File: config.mk
export PLATFORM = sky130hd
export DESIGN_NAME = lih_top
export DESIGN_NICKNAME = d
export VERILOG_FILES = /design/src/design/lih_pkg.sv /design/src/design/lih_top.sv
export SDC_FILE = /design/constraint.sdc
export NUM_CORES = 1
export LEC_CHECK = 0
export BUFFER_PORTS_ARGS = -buffer_cell sky130_fd_sc_hd__buf_2
export CORE_AREA = 2 2 155 157
export CTS_BUF_LIST = sky130_fd_sc_hd__clkbuf_4
export CTS_CLUSTER_DIAMETER = 120
export DETAILED_ROUTE_END_ITERATION = 12
export DIE_AREA = 0 0 157 159
export HOLD_SLACK_MARGIN = 0.08
export PLACE_DENSITY = 0.58
export SYNTH_ARGS = -nofsm -noshare
export SYNTH_HDL_FRONTEND = slang
export SYNTH_SLANG_ARGS = --single-unit
File: constraint.sdc
create_clock -name clk_i -period 4.1 [get_ports clk_i]
set_input_delay 0.615 -clock clk_i [delete_from_list [all_inputs] [get_ports clk_i]]
set_output_delay 0.615 -clock clk_i [all_outputs]
set_load 0.005 [all_outputs]
File: src/design/lih_pkg.sv
/*
  Constants for the laser I/O handshake sequencer: register map, field
  positions, reset values and timing counts.
  Assumes a 40 MHz system clock.
*/
package lih_pkg;

  // ==========================================================
  // Clock and timebase
  // ==========================================================
  localparam int unsigned CLK_HZ      = 40_000_000;
  localparam int unsigned TICK_US     = 100;
  localparam int unsigned TICK_CYC    = CLK_HZ / 1_000_000 * TICK_US;
  localparam int unsigned OSC_DLY_US  = 60;
  localparam int unsigned OSC_DLY_CYC = CLK_HZ / 1_000_000 * OSC_DLY_US;

  // Acceptance times in ticks of 0.1 ms
  localparam logic [8:0] ACC_T_0P1 = 9'h001;
  localparam logic [8:0] ACC_T_1   = 9'h00a;
  localparam logic [8:0] ACC_T_2   = 9'h014;
  localparam logic [8:0] ACC_T_4   = 9'h028;
  localparam logic [8:0] ACC_T_8   = 9'h050;
  localparam logic [8:0] ACC_T_16  = 9'h0a0;

  // Pulse widths in ticks of 0.1 ms
  localparam logic [8:0] PW_T_16 = 9'h0a0;
  localparam logic [8:0] PW_T_20 = 9'h0c8;
  localparam logic [8:0] PW_T_30 = 9'h12c;
  localparam logic [8:0] PW_T_40 = 9'h190;

  // ==========================================================
  // Register map
  // ==========================================================
  localparam logic [3:0] ADDR_CTRL   = 4'h0;
  localparam logic [3:0] ADDR_LIMITS = 4'h4;
  localparam logic [3:0] ADDR_COOL   = 4'h8;
  localparam logic [3:0] ADDR_STATUS = 4'hc;

  localparam int unsigned CTRL_PUMP   = 0;
  localparam int unsigned CTRL_REPEAT = 1;
  localparam int unsigned CTRL_TWO    = 2;
  localparam int unsigned CTRL_COND   = 3;
  localparam int unsigned CTRL_ACC_LO = 4;
  localparam int unsigned CTRL_PW_LO  = 8;
  localparam int unsigned CTRL_W      = 10;

  localparam logic [9:0]  CTRL_RST   = 10'h030;
  localparam logic [31:0] LIMITS_RST = 32'hffff_0000;
  localparam logic [15:0] COOL_RST   = 16'h0000;

  localparam logic [2:0] ACC_SEL_0P1 = 3'h0;
  localparam logic [2:0] ACC_SEL_1   = 3'h1;
  localparam logic [2:0] ACC_SEL_2   = 3'h2;
  localparam logic [2:0] ACC_SEL_8   = 3'h4;
  localparam logic [2:0] ACC_SEL_16  = 3'h5;

  localparam logic [1:0] PW_SEL_30 = 2'h1;
  localparam logic [1:0] PW_SEL_40 = 2'h2;

  typedef enum logic [1:0] {
    LIH_IDLE,
    LIH_DELAY,
    LIH_LASE,
    LIH_END
  } lih_state_e;

endpackage : lih_pkg

File: src/design/lih_top.sv
/*
  Laser I/O handshake sequencer: control mode, start/stop, ready,
  acceptance filters, end and judgment pulses, Wishbone registers.
  Assumes contact inputs already debounced and synchronous to clk_i,
  closed contact = 1.
*/
// The Wishbone interface to the registers and the address map were left to the implementer.
// Function
// - Open mode input panel, closed external
// - External: start with stop closed; stop ends
// - Panel button toggles output on and off
// - Pump-on only when module warm enough
// - Ready after preparation; repeat cooldown holds off
// - No valid schedule keeps ready off
// - Single-beam pulses 20 ms, or 30/40
// - Monitor output shows energy within limits
// - Schedule and start need acceptance time
// - Oscillation 50-100 us after start accepted
// - Two-beam ready waits for conditional input
// - Two-beam pulses 16 ms, or 30/40
// - Single-beam variant ignores beam select
`timescale 1ns/1ps
`default_nettype none

module lih_top #(
  parameter int unsigned TICK_CYC    = lih_pkg::TICK_CYC,
  parameter int unsigned OSC_DLY_CYC = lih_pkg::OSC_DLY_CYC
) (
  input  wire logic        clk_i,
  input  wire logic        rst_i,
  input  wire logic        wb_cyc_i,
  input  wire logic        wb_stb_i,
  input  wire logic        wb_we_i,
  input  wire logic [3:0]  wb_adr_i,
  input  wire logic [3:0]  wb_sel_i,
  input  wire logic [31:0] wb_dat_i,
  output logic      [31:0] wb_dat_o,
  output logic             wb_ack_o,
  input  wire logic        ctrl_ext_i,
  input  wire logic        start_i,
  input  wire logic        stop_i,
  input  wire logic        panel_btn_i,
  input  wire logic        schedule_i,
  input  wire logic        beam_sel_i,
  input  wire logic        single_variant_i,
  input  wire logic        temp_ok_i,
  input  wire logic [15:0] energy_i,
  output logic             pump_diode_source_on_o,
  output logic             ready_o,
  output logic             laser_on_o,
  output logic             output_path_one_o,
  output logic             output_path_two_o,
  output logic             end_pulse_o,
  output logic             pass_pulse_o,
  output logic             fail_pulse_o,
  output logic             energy_ok_o
);

  // ==========================================================
  // Registers
  // ==========================================================
  logic [9:0]  ctrl;
  logic [31:0] limits;
  logic [15:0] cool_reg;
  logic [15:0] energy_q;
  logic [31:0] status;
  logic        bus_req;

  lih_pkg::lih_state_e state;

  assign bus_req = wb_cyc_i && wb_stb_i && !wb_ack_o;

  always_ff @(posedge clk_i)
  begin
    if (rst_i)
    begin
      ctrl     <= lih_pkg::CTRL_RST;
      limits   <= lih_pkg::LIMITS_RST;
      cool_reg <= lih_pkg::COOL_RST;
    end
    else if (bus_req && wb_we_i)
    begin
      if (wb_adr_i == lih_pkg::ADDR_CTRL)
      begin
        if (wb_sel_i[0])
          ctrl[7:0] <= wb_dat_i[7:0];
        if (wb_sel_i[1])
          ctrl[9:8] <= wb_dat_i[9:8];
      end
      if (wb_adr_i == lih_pkg::ADDR_LIMITS)
      begin
        for (int b = 0; b < 4; b++)
          if (wb_sel_i[b])
            limits[b*8 +: 8] <= wb_dat_i[b*8 +: 8];
      end
      if (wb_adr_i == lih_pkg::ADDR_COOL)
      begin
        if (wb_sel_i[0])
          cool_reg[7:0] <= wb_dat_i[7:0];
        if (wb_sel_i[1])
          cool_reg[15:8] <= wb_dat_i[15:8];
      end
    end
  end

  always_ff @(posedge clk_i)
  begin
    if (rst_i)
    begin
      wb_ack_o <= 1'b0;
      wb_dat_o <= 32'h0000_0000;
    end
    else
    begin
      wb_ack_o <= bus_req;
      case (wb_adr_i)
        lih_pkg::ADDR_CTRL:   wb_dat_o <= {22'h00_0000, ctrl};
        lih_pkg::ADDR_LIMITS: wb_dat_o <= limits;
        lih_pkg::ADDR_COOL:   wb_dat_o <= {16'h0000, cool_reg};
        lih_pkg::ADDR_STATUS: wb_dat_o <= status;
        default:              wb_dat_o <= 32'h0000_0000;
      endcase
    end
  end

  // ==========================================================
  // Timebase and selections
  // ==========================================================
  logic [15:0] tick_cnt;
  logic        tick;
  logic [8:0]  acc_ticks;
  logic [8:0]  pw_ticks;
  logic        ext_mode;
  logic        two_beam;

  assign tick     = (tick_cnt == 16'(TICK_CYC - 1));
  assign ext_mode = ctrl_ext_i;
  assign two_beam = ctrl[lih_pkg::CTRL_TWO] && !single_variant_i;

  always_ff @(posedge clk_i)
  begin
    if (rst_i || tick)
      tick_cnt <= 16'h0000;
    else
      tick_cnt <= tick_cnt + 16'h0001;
  end

  always_comb
  begin
    case (ctrl[lih_pkg::CTRL_ACC_LO +: 3])
      lih_pkg::ACC_SEL_0P1: acc_ticks = lih_pkg::ACC_T_0P1;
      lih_pkg::ACC_SEL_1:   acc_ticks = lih_pkg::ACC_T_1;
      lih_pkg::ACC_SEL_2:   acc_ticks = lih_pkg::ACC_T_2;
      lih_pkg::ACC_SEL_8:   acc_ticks = lih_pkg::ACC_T_8;
      lih_pkg::ACC_SEL_16:  acc_ticks = lih_pkg::ACC_T_16;
      default:              acc_ticks = lih_pkg::ACC_T_4;
    endcase
    case (ctrl[lih_pkg::CTRL_PW_LO +: 2])
      lih_pkg::PW_SEL_30: pw_ticks = lih_pkg::PW_T_30;
      lih_pkg::PW_SEL_40: pw_ticks = lih_pkg::PW_T_40;
      default:            pw_ticks = two_beam ? lih_pkg::PW_T_16 : lih_pkg::PW_T_20;
    endcase
  end

  // ==========================================================
  // Acceptance filters: 0 schedule, 1 start
  // ==========================================================
  logic [1:0] raw;
  logic [1:0] acc;
  logic [8:0] flt_cnt [2];

  assign raw[0] = schedule_i;
  assign raw[1] = start_i && stop_i && ext_mode;

  for (genvar g = 0; g < 2; g++)
  begin : g_flt
    always_ff @(posedge clk_i)
    begin
      if (rst_i || !raw[g])
      begin
        flt_cnt[g] <= 9'h000;
        acc[g]     <= 1'b0;
      end
      else
      begin
        if (tick && flt_cnt[g] < acc_ticks)
          flt_cnt[g] <= flt_cnt[g] + 9'h001;
        acc[g] <= (flt_cnt[g] >= acc_ticks);
      end
    end

    a_accept_time: assert property (@(posedge clk_i) disable iff (rst_i)
      $rose(acc[g]) |-> $past(flt_cnt[g]) >= acc_ticks && $past(raw[g]))
      else $error("input accepted before acceptance time");
  end

  // ==========================================================
  // Edges and stop conditions
  // ==========================================================
  logic btn_q;
  logic start_q;
  logic mode_q;
  logic btn_rise;
  logic go;
  logic stop_now;

  assign btn_rise = panel_btn_i && !btn_q;
  assign go       = ext_mode ? (acc[1] && !start_q) : btn_rise;
  assign stop_now = (ext_mode != mode_q) || (ext_mode ? !stop_i : btn_rise);

  always_ff @(posedge clk_i)
  begin
    if (rst_i)
    begin
      btn_q   <= 1'b0;
      start_q <= 1'b0;
      mode_q  <= 1'b0;
    end
    else
    begin
      btn_q   <= panel_btn_i;
      start_q <= acc[1];
      mode_q  <= ext_mode;
    end
  end

  // ==========================================================
  // Output sequence
  // ==========================================================
  logic [11:0] dly_cnt;
  logic [8:0]  pw_cnt;
  logic [15:0] cool_cnt;
  logic        in_limits;

  assign in_limits = (energy_i >= limits[15:0]) && (energy_i <= limits[31:16]);

  always_ff @(posedge clk_i)
  begin
    if (rst_i)
    begin
      state       <= lih_pkg::LIH_IDLE;
      laser_on_o  <= 1'b0;
      end_pulse_o <= 1'b0;
      dly_cnt     <= 12'h000;
      pw_cnt      <= 9'h000;
      energy_q    <= 16'h0000;
      energy_ok_o <= 1'b0;
    end
    else
    begin
      case (state)
        lih_pkg::LIH_IDLE:
        begin
          if (go && ready_o)
          begin
            state   <= lih_pkg::LIH_DELAY;
            dly_cnt <= 12'(OSC_DLY_CYC - 1);
          end
        end
        lih_pkg::LIH_DELAY:
        begin
          if (stop_now)
            state <= lih_pkg::LIH_IDLE;
          else if (dly_cnt == 12'h000)
          begin
            state      <= lih_pkg::LIH_LASE;
            laser_on_o <= 1'b1;
          end
          else
            dly_cnt <= dly_cnt - 12'h001;
        end
        lih_pkg::LIH_LASE:
        begin
          if (stop_now)
          begin
            state       <= lih_pkg::LIH_END;
            laser_on_o  <= 1'b0;
            end_pulse_o <= 1'b1;
            pw_cnt      <= pw_ticks;
            energy_q    <= energy_i;
            energy_ok_o <= in_limits;
          end
        end
        lih_pkg::LIH_END:
        begin
          if (pw_cnt == 9'h000)
          begin
            state       <= lih_pkg::LIH_IDLE;
            end_pulse_o <= 1'b0;
          end
          else if (tick)
            pw_cnt <= pw_cnt - 9'h001;
        end
        default:
          state <= lih_pkg::LIH_IDLE;
      endcase
    end
  end

  assign pass_pulse_o = end_pulse_o && energy_ok_o;
  assign fail_pulse_o = end_pulse_o && !energy_ok_o;

  // ==========================================================
  // Pump, cooldown, ready, beam paths
  // ==========================================================
  always_ff @(posedge clk_i)
  begin
    if (rst_i)
      cool_cnt <= 16'h0000;
    else if (state == lih_pkg::LIH_LASE && stop_now && ctrl[lih_pkg::CTRL_REPEAT])
      cool_cnt <= cool_reg;
    else if (tick && cool_cnt != 16'h0000)
      cool_cnt <= cool_cnt - 16'h0001;
  end

  always_ff @(posedge clk_i)
  begin
    if (rst_i)
    begin
      pump_diode_source_on_o <= 1'b0;
      ready_o                <= 1'b0;
      output_path_one_o      <= 1'b0;
      output_path_two_o      <= 1'b0;
    end
    else
    begin
      pump_diode_source_on_o <= ctrl[lih_pkg::CTRL_PUMP] && temp_ok_i;
      ready_o <= pump_diode_source_on_o && acc[0]
                 && !(two_beam && !ctrl[lih_pkg::CTRL_COND])
                 && cool_cnt == 16'h0000
                 && state == lih_pkg::LIH_IDLE;
      output_path_one_o <= single_variant_i || !beam_sel_i;
      output_path_two_o <= !single_variant_i && beam_sel_i;
    end
  end

  assign status = {energy_q, 9'h000, cool_cnt != 16'h0000, energy_ok_o,
                   acc[0], ext_mode, laser_on_o, ready_o, pump_diode_source_on_o};

  // ==========================================================
  // Checks
  // ==========================================================
  a_ext_stop_ends: assert property (@(posedge clk_i) disable iff (rst_i)
    laser_on_o && ext_mode && mode_q && !stop_i |=> !laser_on_o && end_pulse_o)
    else $error("stop opened but output continued");

  a_panel_toggle: assert property (@(posedge clk_i) disable iff (rst_i)
    laser_on_o && !ext_mode && btn_rise |=> !laser_on_o)
    else $error("panel press did not stop output");

  a_pump_warm: assert property (@(posedge clk_i) disable iff (rst_i)
    ctrl[lih_pkg::CTRL_PUMP] && temp_ok_i |=> pump_diode_source_on_o)
    else $error("pump-on withheld while warm");

  a_pump_cold: assert property (@(posedge clk_i) disable iff (rst_i)
    !temp_ok_i |=> !pump_diode_source_on_o)
    else $error("pump-on while cold");

  a_ready_sched: assert property (@(posedge clk_i) disable iff (rst_i)
    !acc[0] |=> !ready_o)
    else $error("ready without valid schedule");

  a_ready_cool: assert property (@(posedge clk_i) disable iff (rst_i)
    cool_cnt != 16'h0000 |=> !ready_o)
    else $error("ready during cooldown");

  a_ready_rise: assert property (@(posedge clk_i) disable iff (rst_i)
    (pump_diode_source_on_o && acc[0] && cool_cnt == 16'h0000 && !two_beam
     && state == lih_pkg::LIH_IDLE)[*2] |-> ready_o)
    else $error("ready not given after preparation");

  a_ready_cond: assert property (@(posedge clk_i) disable iff (rst_i)
    two_beam && !ctrl[lih_pkg::CTRL_COND] |=> !ready_o)
    else $error("two-beam ready without conditional input");

  a_pulse_width: assert property (@(posedge clk_i) disable iff (rst_i)
    $rose(end_pulse_o) |-> pw_cnt == $past(pw_ticks))
    else $error("end pulse width not loaded");

  a_pulse_hold: assert property (@(posedge clk_i) disable iff (rst_i)
    end_pulse_o && pw_cnt != 9'h000 |=> end_pulse_o)
    else $error("end pulse dropped early");

  a_judge_ok: assert property (@(posedge clk_i) disable iff (rst_i)
    $rose(end_pulse_o) |-> energy_ok_o == $past(in_limits))
    else $error("monitor judgment wrong");

  a_osc_delay: assert property (@(posedge clk_i) disable iff (rst_i)
    $rose(laser_on_o) |-> $past(state) == lih_pkg::LIH_DELAY && $past(dly_cnt) == 12'h000)
    else $error("oscillation without full delay");

  a_single_beam: assert property (@(posedge clk_i) disable iff (rst_i)
    single_variant_i |=> output_path_one_o && !output_path_two_o)
    else $error("variant used second beam");

endmodule : lih_top

`default_nettype wire

Word level (Yosys, flattened, before mapping)
Memory sizes are Yosys's and may differ from the RTL's.
Index checks and enable logic that the tools add are counted.
- bitwise gates (word level): 2
- $lt $le $gt $ge: 6
- eq/ne operators: 23
- $add $sub $neg: 6
- reductions and logical operators: 65
- multiplexer cells: 41
- operators with widths (kind ; count):
    32-bit case mux with 4 select lines ; 1
    9-bit two-way mux ; 5
    8-bit case mux with 5 select lines ; 1
    12-bit two-way mux ; 3
    9-bit case mux with 2 select lines ; 2
    16-bit two-way mux ; 2
    3-bit AND reduction ; 9
    1-bit logical AND ; 24
    12-bit case mux with 2 select lines ; 1
    9-bit by 1-bit adder with 9-bit output (second input constant) ; 2
    9-bit greater-or-equal comparator ; 2
    9-bit < comparator ; 2
    1-bit two-way mux ; 17
    16-bit by 1-bit adder with 16-bit output (second input constant) ; 1
    16-bit by 12-bit == test with 1-bit output (second input constant) ; 1
    16-bit greater-or-equal comparator ; 1
    16-bit <= comparator ; 1
    16-bit zero test ; 1
    2-bit inequality test (second input constant) ; 8
    4-bit AND reduction ; 4
    16-bit nonzero test ; 1
    16-bit by 1-bit subtractor with 16-bit output (second input constant) ; 1
    12-bit zero test ; 1
    12-bit by 1-bit subtractor with 12-bit output (second input constant) ; 1
    other kinds (23) ; 51
- word-level logic and storage cells: 172
- memory bits (writable): 18
- register bits: 174
- memories kept: 1
- memory list (memory ; words ; bits a word ; rd ports ; clocked after memory_dff ; wr ports ; line ; source):
    flt_cnt ; 2 ; 9 ; 2 ; 0 ; 2 ; lih_top.sv:170 ; logic [8:0] flt_cnt [2];

Depth between registers and ports, before layout
Gate-level depths: netlist (run 1).
- depth in word-level cells: 8
- mapped depth: 10

Worst setup path before layout (run 1)
Ideal clock, no wire load.
- kind: reg-to-reg
- start point: register ctrl[6]
- end point: memory flt_cnt[0][0] (enable)
- setup slack: 0.784 ns
- buffers on the path: 1
- data arrival time: 2.914 ns
- cell stages (with the launch flop): 8
- clock period less this slack: 3.316 ns
- cell sequence: dfxtp_1 clkbuf_1 or3b_2 ha_1 a211o_1 o221ai_1 a21oi_1 o41ai_1
- RTL lines (what ; line ; source):
    from (decl) ; lih_top.sv:62 ; logic [9:0] ctrl;
    from (signal assigned) ; lih_top.sv:77 ; ctrl <= lih_pkg::CTRL_RST;
    from (signal assigned) ; lih_top.sv:86 ; ctrl[7:0] <= wb_dat_i[7:0];
    to (decl) ; lih_top.sv:170 ;

==> results.md, run 1 <==
* WP data required at 4410 ps
* Clk sinks at 192
* Initial antenna violation count at 4
* Num ports at 111
* Syn_nets at 1,207
* VDD IR max at 0.000145 V
* Share of cells above drive strength 1 at 14.7%
* DPL Wire Length at 16,900 um
* Post-route antenna net violation count at 0
* Syn Area/Cell at 8.55 um^2
* Distinct cells, synth at 58
* Fin Hold WS at 182 ps
* Max clock buf depth at 2
* Synth area leaders: dfxtp_1 38%, ha_1 7.7%, a21oi_1 6.0%, edfxtp_1 5.9%, nand2_1 5.0%
* Biggest regs: limits x32, wb_dat_o x32, flt_cnt x18
* Die footprint at 25,000 um^2
* CP Depth at 9
* Fraction of registers with async set/reset at 0%
* RSZ-0062 raised after global routing: false
* First-pass GRT wire length at 38,300 um
* Max Freq at 361 MHz
* EDFF count, synth at 18
* DR DRC count at 0
* Most common cell after layout, fill and taps aside: dfxtp_1
* Cell taking the most area after synthesis: dfxtp_1
* Reg2Reg Depth at 9
* Slew @ Worst Pin at 924 ps
* DIE WIDTH at 157 um
* Vert. Die Dim at 159 um
* # setup viols final at 0
* Vias per cell at 5.23
* # hold bufs at CTS at 0
* Min Tclk post-route at 2770 ps
* Sw power at 839 uW
* Iter 0 DRT Violations at 507
* Site Rows at 56
* Sequential fraction of the synthesis area at 43.6%
* Hold path cells at 2
* Fin. max-slew vios at 0
* Slowest-stage cell, CP: dfxtp_1
* Core Footprint at 23,200 um^2
* Number of H-tree levels at 4
* Power Internal at 2310 uW
* WP buf/inv at 1
* Vias in the first global route at 7,448
* GRT Residual Overflow at 0
* Largest net degree at the start of global routing at 91
* Crit path kind: flip-flop to flip-flop
* Critical path launch point type: flip-flop
* Layout Cells excl Fill at 1,501
* Num CTS Buffers at 17
* Post-Place Cells at 1,467
* First-pass DRT Iterations at 7
* CTS tree: done
* Worst-Skew Late Latency at 600 ps
* Setup_tns at 0 ps
* Slew headroom at 38.3%
* Final #Nets at 1,293
* Post-synthesis cell count at 1,081
* CP peak stage delay at 530 ps
* Fill count at 2,341
* Synthesis-to-layout area growth at 12.2%
* Post-Syn Area at 9240 um^2
* Placer Congestion at 0.835
* Setup Skew at 22.0 ps
* Sequential cell area at 4020 um^2
* Post-cts sizing count at 0
* Status: finished clean
* # Max-Cap Violations at 0
* CP Cell Sequence: or3b_2, and2_1, ha_1, a211o_1, o221ai_1, a21oi_1, nand2b_1, o21ai_0, buf_4
* Sequential share of power at 61.1%
* Final Hold Viols at 0
* Clk root buf: clkbuf_4
* Multi-input gate area at 4820 um^2
* Crit share post-route at 67.6%
* I/O Buffers at 110
* Clock-pin transition on the worst setup and hold timing paths at 160 ps
* Total setup buffers inserted after CTS at 0
* Number of synthesized register bits at 192
* Clock power share at 32.9%
* Post-synth top area share at 37.7%
* Wire length per cell at 15.5 um
* Switch share at 26.6%
* Routed vias at 7,852
* CP Capture Type: flip-flop
* Pwr dens at 304 nW/um^2
* Starting Density at 39.8%
* Warnings from Yosys at 0
* Highest-count cells in the layout ignoring fill and taps: 174 x dfxtp_1, 122 x nand2_1, 115 x nor2_1
* Hold crit path type: input pin to flip-flop
* Delay-heaviest family, CP: simple AND/OR/NAND/NOR gates
* Routed WL at 23,300 um
* Worst Path Max Fanout at 9
* Static Leak at 0.00405 uW
* GRT Overall Usage at 19.1%
* Comb power frac at 6.0%
* Critical path arrival at 3080 ps
* Primary FF master, synth: dfxtp_1
==> routing by layer <==
layer	track usage (%)	part of all wire [%]
met1	26.3	48
met2	30.5	46
met3	3.92	4.5
met4	4.75	1.3
met5	0	0.056
==> kinds of logic (layout without fill, tap and decap cells) <==
| family | after synthesis | after routing | synth area share (%) |
|---|---|---|---|
| buffers and inverters | 103 | 202 | 4.61 |
| XOR/XNOR | 45 | 45 | 4.27 |
| adder cells (fa/ha/maj) | 57 | 57 | 7.72 |
| AND/OR/NAND/NOR | 445 | 445 | 23.5 |
| multiplexers | 1 | 1 | 0.108 |
| flip-flops | 192 | 192 | 43.6 |
| AO/OA/AOI/OAI | 238 | 238 | 16.2 |
| other | 0 | 2 | 0 |
==> through the flow <==
stage | utilization [%] | setup slack, ps | area [um^2] | total power, uW
final | 44.7 | 1330 | 10400 | 3150
after global routing | 44.7 | 1140 | 10400 | 3300
after CTS | 44.7 | 1350 | 10400 | 3190
after detailed placement | 43.5 | 969 | 10100 | 2150
after global placement | 43.5 | 1090 | 10100 | 2150
after floorplan | - | 784 | 9240 | 2060
==> power by group through the flow <==
stage | Sequential, uW | Clock (uW) | Combinational (uW)
after floorplan | 1960 | 0 | 103
after global placement | 1960 | 0 | 187
after detailed placement | 1960 | 0 | 189
after CTS | 1920 | 1080 | 191
after global routing | 1930 | 1150 | 214
final | 1920 | 1040 | 189
==> layout make-up <==
cell class / count / share of cell area [%]
flip-flops and latches: 192 / 38.8
clock buffers: 18 / 1.30
repair buffers: 121 / 6.25
diodes: 2 / 0.0483
well taps: 319 / 3.85
inverters: 49 / 1.77
multi-input cells: 786 / 46.5
clock inverters: 14 / 1.40
==> worst paths after layout <==
check | start | end | slack (ps)
worst max-delay path | ctrl[6] | flt_cnt[1][5] | 1330
worst min-delay path | single_variant_i | output_path_two_o | 180
worst max register to register | ctrl[6] | flt_cnt[1][5] | 1330
worst min register to register | wb_ack_o | wb_ack_o | 450
==> Yosys cell counts, types with 7 or more instances <==
master    instances
xnor2_1          21
nor2_1          115
xor2_1           24
and3_1           25
nand2b_1          7
edfxtp_1         18
clkbuf_1         46
nor4_1           12
a21oi_1         110
ha_1             57
nand2_1         122
a22oi_1          39
a211o_1          20
inv_1            49
nor2b_1          10
o21ai_0          20
nor3_1           20
or3_1             8
dfxtp_1         174
nand3b_1         10
nand3_1          70
a211oi_1         18
o21a_1            7
nand4_1          10
Note: power is estimated with default switching activity, not from simulation.
==> inputs of run 2 (changes only) <==
==> constraint.sdc (replaced) <==
create_clock -name clk_i -period 2.75 [get_ports clk_i]
set_input_delay 0.4125 -clock clk_i [delete_from_list [all_inputs] [get_ports clk_i]]
set_output_delay 0.4125 -clock clk_i [all_outputs]
set_load 0.005 [all_outputs]
==> results.md, run 2 (synthesis results as in run 1) <==
* Status: finished clean (unchanged)
* Min Tclk post-route at 2550 ps (was 2770 ps)
* Setup_tns at 0 ps (unchanged)
* Crit path kind: flip-flop to flip-flop (unchanged)
* Pwr dens at 443 nW/um^2 (was 304 nW/um^2)
* Clock power share at 33.8% (was 32.9%)
* Wire length per cell at 15.3 um (was 15.5 um)
* Hold crit path type: input pin to flip-flop (unchanged)
* Placer Congestion at 0.813 (was 0.835)
* DPL Wire Length at 17,000 um (was 16,900 um)
* Sequential cell area at 4020 um^2 (unchanged)
* Delay-heaviest family, CP: simple AND/OR/NAND/NOR gates (unchanged)
* Routed WL at 23,700 um (was 23,300 um)
* Clk root buf: clkbuf_4 (unchanged)
* Final #Nets at 1,349 (was 1,293)
* Iter 0 DRT Violations at 396 (was 507)
* Biggest regs: limits x32, wb_dat_o x32, flt_cnt x18 (unchanged)
* CP Cell Sequence: or3b_2, and2_1, ha_1, a211o_1, o221ai_1, a21oi_1, nand2b_1, o21ai_2, buf_12 (was or3b_2, and2_1, ha_1, a211o_1, o221ai_1, a21oi_1, nand2b_1, o21ai_0, buf_4)
* # Max-Cap Violations at 0 (unchanged)
* DR DRC count at 0 (unchanged)
* Setup Skew at 25.9 ps (was 22.0 ps)
* Starting Density at 39.8% (unchanged)
* Slew headroom at 45.9% (was 38.3%)
* RSZ-0062 raised after global routing: false (unchanged)
* Max clock buf depth at 2 (unchanged)
* DIE WIDTH at 157 um (unchanged)
* First-pass DRT Iterations at 4 (was 7)
* Static Leak at 0.00432 uW (was 0.00405 uW)
* Vias in the first global route at 7,622 (was 7,448)
* Share of cells above drive strength 1 at 15.4% (was 14.7%)
* Multi-input gate area at 4850 um^2 (was 4820 um^2)
* Slowest-stage cell, CP: or3b_2 (was dfxtp_1)
* Max Freq at 393 MHz (was 361 MHz)
* Crit share post-route at 92.5% (was 67.6%)
* Site Rows at 56 (unchanged)
* Comb power frac at 6.9% (was 6.0%)
* CP Capture Type: flip-flop (unchanged)
* Fill count at 2,300 (was 2,341)
* Vias per cell at 5.14 (was 5.23)
* Critical path arrival at 2860 ps (was 3080 ps)
* Sequential share of power at 59.3% (was 61.1%)
* Finished Cell Area at 10,900 um^2 (was 10,400 um^2)
* Routed vias at 7,995 (was 7,852)
* Clock-pin transition on the worst setup and hold timing paths at 170 ps (was 160 ps)
* Initial antenna violation count at 3 (was 4)
* WP buf/inv at 1 (unchanged)
* WP data required at 3070 ps (was 4410 ps)
* I/O Buffers at 110 (unchanged)
* Number of H-tree levels at 4 (unchanged)
* Slew @ Worst Pin at 805 ps (was 924 ps)
* Post-route core utilization at 47.2% (was 44.7%)
* Largest net degree at the start of global routing at 51 (was 91)
* # setup viols final at 0 (unchanged)
* GRT Overall Usage at 19.4% (was 19.1%)
* CTS tree: done (unchanged)
* Clk sinks at 192 (unchanged)
* Switch share at 26.3% (was 26.6%)
* Highest-count cells in the layout ignoring fill and taps: 174 x dfxtp_1, 122 x nand2_1, 115 x nor2_1 (unchanged)
* Die footprint at 25,000 um^2 (unchanged)
* Most common cell after layout, fill and taps aside: dfxtp_1 (unchanged)
* DP Area at 10,200 um^2 (was 10,100 um^2)
* Post-route antenna net violation count at 0 (unchanged)
* Power Internal at 3570 uW (was 2310 uW)
* VDD IR max at 0.000205 V (was 0.000145 V)
* GRT Residual Overflow at 0 (unchanged)
* Worst Path Max Fanout at 9 (unchanged)
* Sw power at 1270 uW (was 839 uW)
* Critical path launch point type: flip-flop (unchanged)
* Vert. Die Dim at 159 um (unchanged)
* Num CTS Buffers at 17 (unchanged)
* First-pass GRT wire length at 39,000 um (was 38,300 um)
* Final Hold Viols at 0 (unchanged)
* Core Footprint at 23,200 um^2 (unchanged)
* Num ports at 111 (unchanged)
* Worst-Skew Late Latency at 590 ps (was 600 ps)
* CP peak stage delay at 500 ps (was 530 ps)
* Fin. max-slew vios at 0 (unchanged)
* Synthesis-to-layout area growth at 18.4% (was 12.2%)
## run 2: cell type report
type | instances | share of cell area, %
Antenna cell | 2 | 0.0458
Clock buffer | 17 | 1.17
Clock inverter | 14 | 1.61
Inverter | 49 | 1.68
Multi-Input combinational cell | 786 | 44.3
Sequential cell | 192 | 36.8
Tap cell | 319 | 3.65
Timing Repair Buffer | 177 | 10.7
## run 2: power by group through the flow
stage                     sequential [uW]  clock, uW  combinational, uW
after floorplan                      2920          0                157
after global placement               2930          0                285
after detailed placement             2930          0                287
after CTS                            2870       1700                335
after global routing                 2880       1810                373
final                                2870       1640                335
## run 2: worst min-delay path, cell delays in order
cell and delay, ps:
buf_2 70, and3_1 140, a211o_1 90
## run 2: repair_timing
action | CTS | global route
resized for setup | 0 | 1
buffers inserted | 0 | 0
hold endpoints to repair | 61 | 0
hold buffers | 41 | 0
setup endpoints to repair | 0 | 2
## run 2: worst paths after layout
path                            depth (start not counted)  slack [ps]    startpoint             to
worst min register to register                          1         460      wb_ack_o       wb_ack_o
worst max-delay path                                    9         200       ctrl[5]  flt_cnt[1][7]
worst min-delay path                                    3         130  wb_dat_i[29]     limits[29]
worst max register to register                          9         200       ctrl[5]  flt_cnt[1][7]
## run 2: routing by layer
layer  GRT usage, %  up-vias  routed length, um
met5              0        -                 13
met4           5.71        2                333
met3           2.91       23                950
met2           30.9      178              10900
met1           27.1     3678              11600
li1               -     4114                  -
## run 2: per-stage QoR
step / total power [uW] / worst slack (ps) / hold slack, ps / std cells
after floorplan: 3080 / 34.3 / 436 / 1081
after global placement: 3210 / 263 / 435 / 1482
after detailed placement: 3220 / 225 / 437 / 1482
after CTS: 4900 / 199 / 84.3 / 1554
after global routing: 5060 / 50.5 / 80.9 / 1555
final: 4840 / 205 / 135 / 1556
==> inputs of run 3 (changes only) <==
--- a/config.mk
+++ b/config.mk
@@ -13,6 +13,7 @@
 export DIE_AREA = 0 0 157 159
 export HOLD_SLACK_MARGIN = 0.08
 export PLACE_DENSITY = 0.58
+export RECOVER_POWER = 25
 export SYNTH_ARGS = -nofsm -noshare
 export SYNTH_HDL_FRONTEND = slang
 export SYNTH_SLANG_ARGS = --single-unit
==> results.md, run 3 (synthesis results as in run 1) <==
* Vias per cell at 5.15 (was 5.14)
* Iter 0 DRT Violations at 404 (was 396)
* Place WS at 225 ps (unchanged)
* Largest net degree at the start of global routing at 51 (unchanged)
* GRT Overall Usage at 19.4% (unchanged)
* Min Tclk post-route at 2550 ps (about the same)
* Num ports at 111 (unchanged)
* WP data required at 3190 ps (was 3070 ps)
* WHS Endpoint: limits[23] (was limits[29])
* Worst hold path startpoint: wb_dat_i[23] (was wb_dat_i[29])
* Num CTS Buffers at 17 (unchanged)
* Biggest regs: limits x32, wb_dat_o x32, flt_cnt x18 (unchanged)
* Synthesis-to-layout area growth at 18.1% (was 18.4%)
* Total setup buffers inserted after CTS at 0 (unchanged)
* CP Capture Type: flip-flop (unchanged)
* Clk root buf: clkbuf_4 (unchanged)
* Most common cell after layout, fill and taps aside: dfxtp_1 (unchanged)
* DIE WIDTH at 157 um (unchanged)
* Critical path arrival at 2990 ps (was 2860 ps)
* Routed vias at 8,017 (was 7,995)
* Setup Skew at 28.1 ps (was 25.9 ps)
* Reg2reg setup slack at 200 ps (about the same)
* Post-route antenna net violation count at 0 (unchanged)
* CP Cell Sequence: or3b_2, and2_1, ha_1, a211o_1, o221ai_1, a21oi_1, nand4b_1, nor2_1 (was or3b_2, and2_1, ha_1, a211o_1, o221ai_1, a21oi_1, nand2b_1, o21ai_2, buf_12)
* Static Leak at 0.00427 uW (was 0.00432 uW)
* RSZ-0062 raised after global routing: false (unchanged)
* Critical path launch point type: flip-flop (unchanged)
* DPL Wire Length at 17,000 um (unchanged)
* Delay-heaviest family, CP: simple AND/OR/NAND/NOR gates (unchanged)
* Failing checks: capacitance limit, slew limit
* Reg2Reg Depth at 8 (was 9)
* Site Rows at 56 (unchanged)
* Share of cells above drive strength 1 at 14.6% (was 15.4%)
* Clock-pin transition on the worst setup and hold timing paths at 160 ps (was 170 ps)
* Fin. max-slew vios at 35 (was 0)
* Crit path kind: flip-flop to flip-flop (unchanged)
* Fill count at 2,311 (was 2,300)
* Max Freq at 392 MHz (was 393 MHz)
* Final Total Pwr at 4850 uW (was 4840 uW)
* Core Footprint at 23,200 um^2 (unchanged)
* VDD IR max at 0.000205 V (about the same)
* Post-route core utilization at 47.1% (was 47.2%)
* Die footprint at 25,000 um^2 (unchanged)
* Number of H-tree levels at 4 (unchanged)
* CP peak stage delay at 500 ps (about the same)
* Wire length per cell at 15.3 um (about the same)
* Highest-count cells in the layout ignoring fill and taps: 174 x dfxtp_1, 122 x nand2_1, 115 x nor2_1 (unchanged)
* First-pass GRT wire length at 39,000 um (unchanged)
* Placer Congestion at 0.813 (unchanged)
* Vias in the first global route at 7,622 (unchanged)
* Pwr dens at 444 nW/um^2 (was 443 nW/um^2)
* First-pass DRT Iterations at 5 (was 4)
* Slew @ Worst Pin at 1710 ps (was 805 ps)
* Final Hold Viols at 0 (unchanged)
* # Max-Cap Violations at 1 (was 0)
* I/O Buffers at 110 (unchanged)
* Slew headroom at -14.2% (was 45.9%)
* Hold crit path type: input pin to flip-flop (unchanged)
* Worst-Skew Late Latency at 590 ps (about the same)
* Status: complete, but fails checks (was finished clean)
* GRT Residual Overflow at 0 (unchanged)
* DR DRC count at 0 (unchanged)
* Hold path cells at 3 (unchanged)
* Worst Path Max Fanout at 9 (unchanged)
* Max clock buf depth at 2 (unchanged)
* Crit share post-route at 92.7% (was 92.5%)
* CTS tree: done (unchanged)
* Starting Density at 39.8% (unchanged)
* Clk sinks at 192 (unchanged)
* WP buf/inv at 0 (was 1)
* # setup viols final at 0 (unchanged)
* Setup_tns at 0 ps (unchanged)
* Routed WL at 23,800 um (was 23,700 um)
* Vert. Die Dim at 159 um (unchanged)
* Final WS setup at 199 ps (was 205 ps)
* Initial antenna violation count at 3 (unchanged)
* R2R Path End: flt_cnt[1][4] (was flt_cnt[1][7])
* Slowest-stage cell, CP: or3b_2 (unchanged)
* Final #Nets at 1,349 (unchanged)
* Worst reg2reg startpoint: ctrl[5] (unchanged)
==> run 3: cell types whose count changed in the layout (fill, tap and decap cells not counted), sizes merged <==
cell    delta
buf       -12
clkbuf    +12
==> run 3: what timing repair did <==
item	in CTS	in global routing
hold buffers	41	0
endpoints found under the hold margin	61	0
setup endpoints to repair	0	2
gates resized for setup	0	1
==> run 3: layout make-up <==
type                    instances  area (um^2)  area share, %
clock buffers                  17          128           1.17
repair buffers                177         1150           10.5
clock inverters                14          176           1.62
flip-flops and latches        192         4020           36.9
inverters                      49          184           1.69
well taps                     319          399           3.66
diodes                          2         5.00         0.0459
multi-input cells             786         4850           44.4
==> run 3: worst min-delay path, cell delays in order <==
cell and delay (ps):
buf_2 80, and3_1 130, a211o_1 90
==> run 3: per-stage QoR <==
step | cell area (um^2) | instances | hold slack, ps
after floorplan | 9260 | 1081 | 436
after global placement | 10200 | 1482 | 435
after detailed placement | 10200 | 1482 | 437
after CTS | 10900 | 1554 | 84.3
after global routing | 10900 | 1555 | 80.9
final | 10900 | 1556 | 138
==> run 3: worst max-delay path by stage <==
stage | start | to | cells after the start
3_5_place_dp | ctrl[5] | flt_cnt[1][0] | 9
6_report | ctrl[5] | flt_cnt[1][4] | 8
2_1_floorplan | ctrl[6] | flt_cnt[0][0] | 7
4_1_cts | pw_cnt[0] | pw_cnt[7] | 8
5_1_grt | ctrl[5] | flt_cnt[1][1] | 8
3_3_place_gp | ctrl[4] | flt_cnt[1][1] | 9
==> run 3: where the power goes <==
part | internal [uW] | total (uW) | switching (uW)
Combinational | 150 | 333 | 183
Sequential | 2850 | 2870 | 23.8
Clock | 571 | 1640 | 1070
==> run 3: layer usage <==
| layer | vias to the layer above | GRT usage, % | routed length [um] |
|---|---|---|---|
| met3 | 23 | 2.91 | 1110 |
| met2 | 185 | 30.9 | 10900 |
| met5 | - | 0 | 13 |
| met4 | 2 | 5.71 | 331 |
| li1 | 4116 | - | - |
| met1 | 3691 | 27.1 | 11500 |
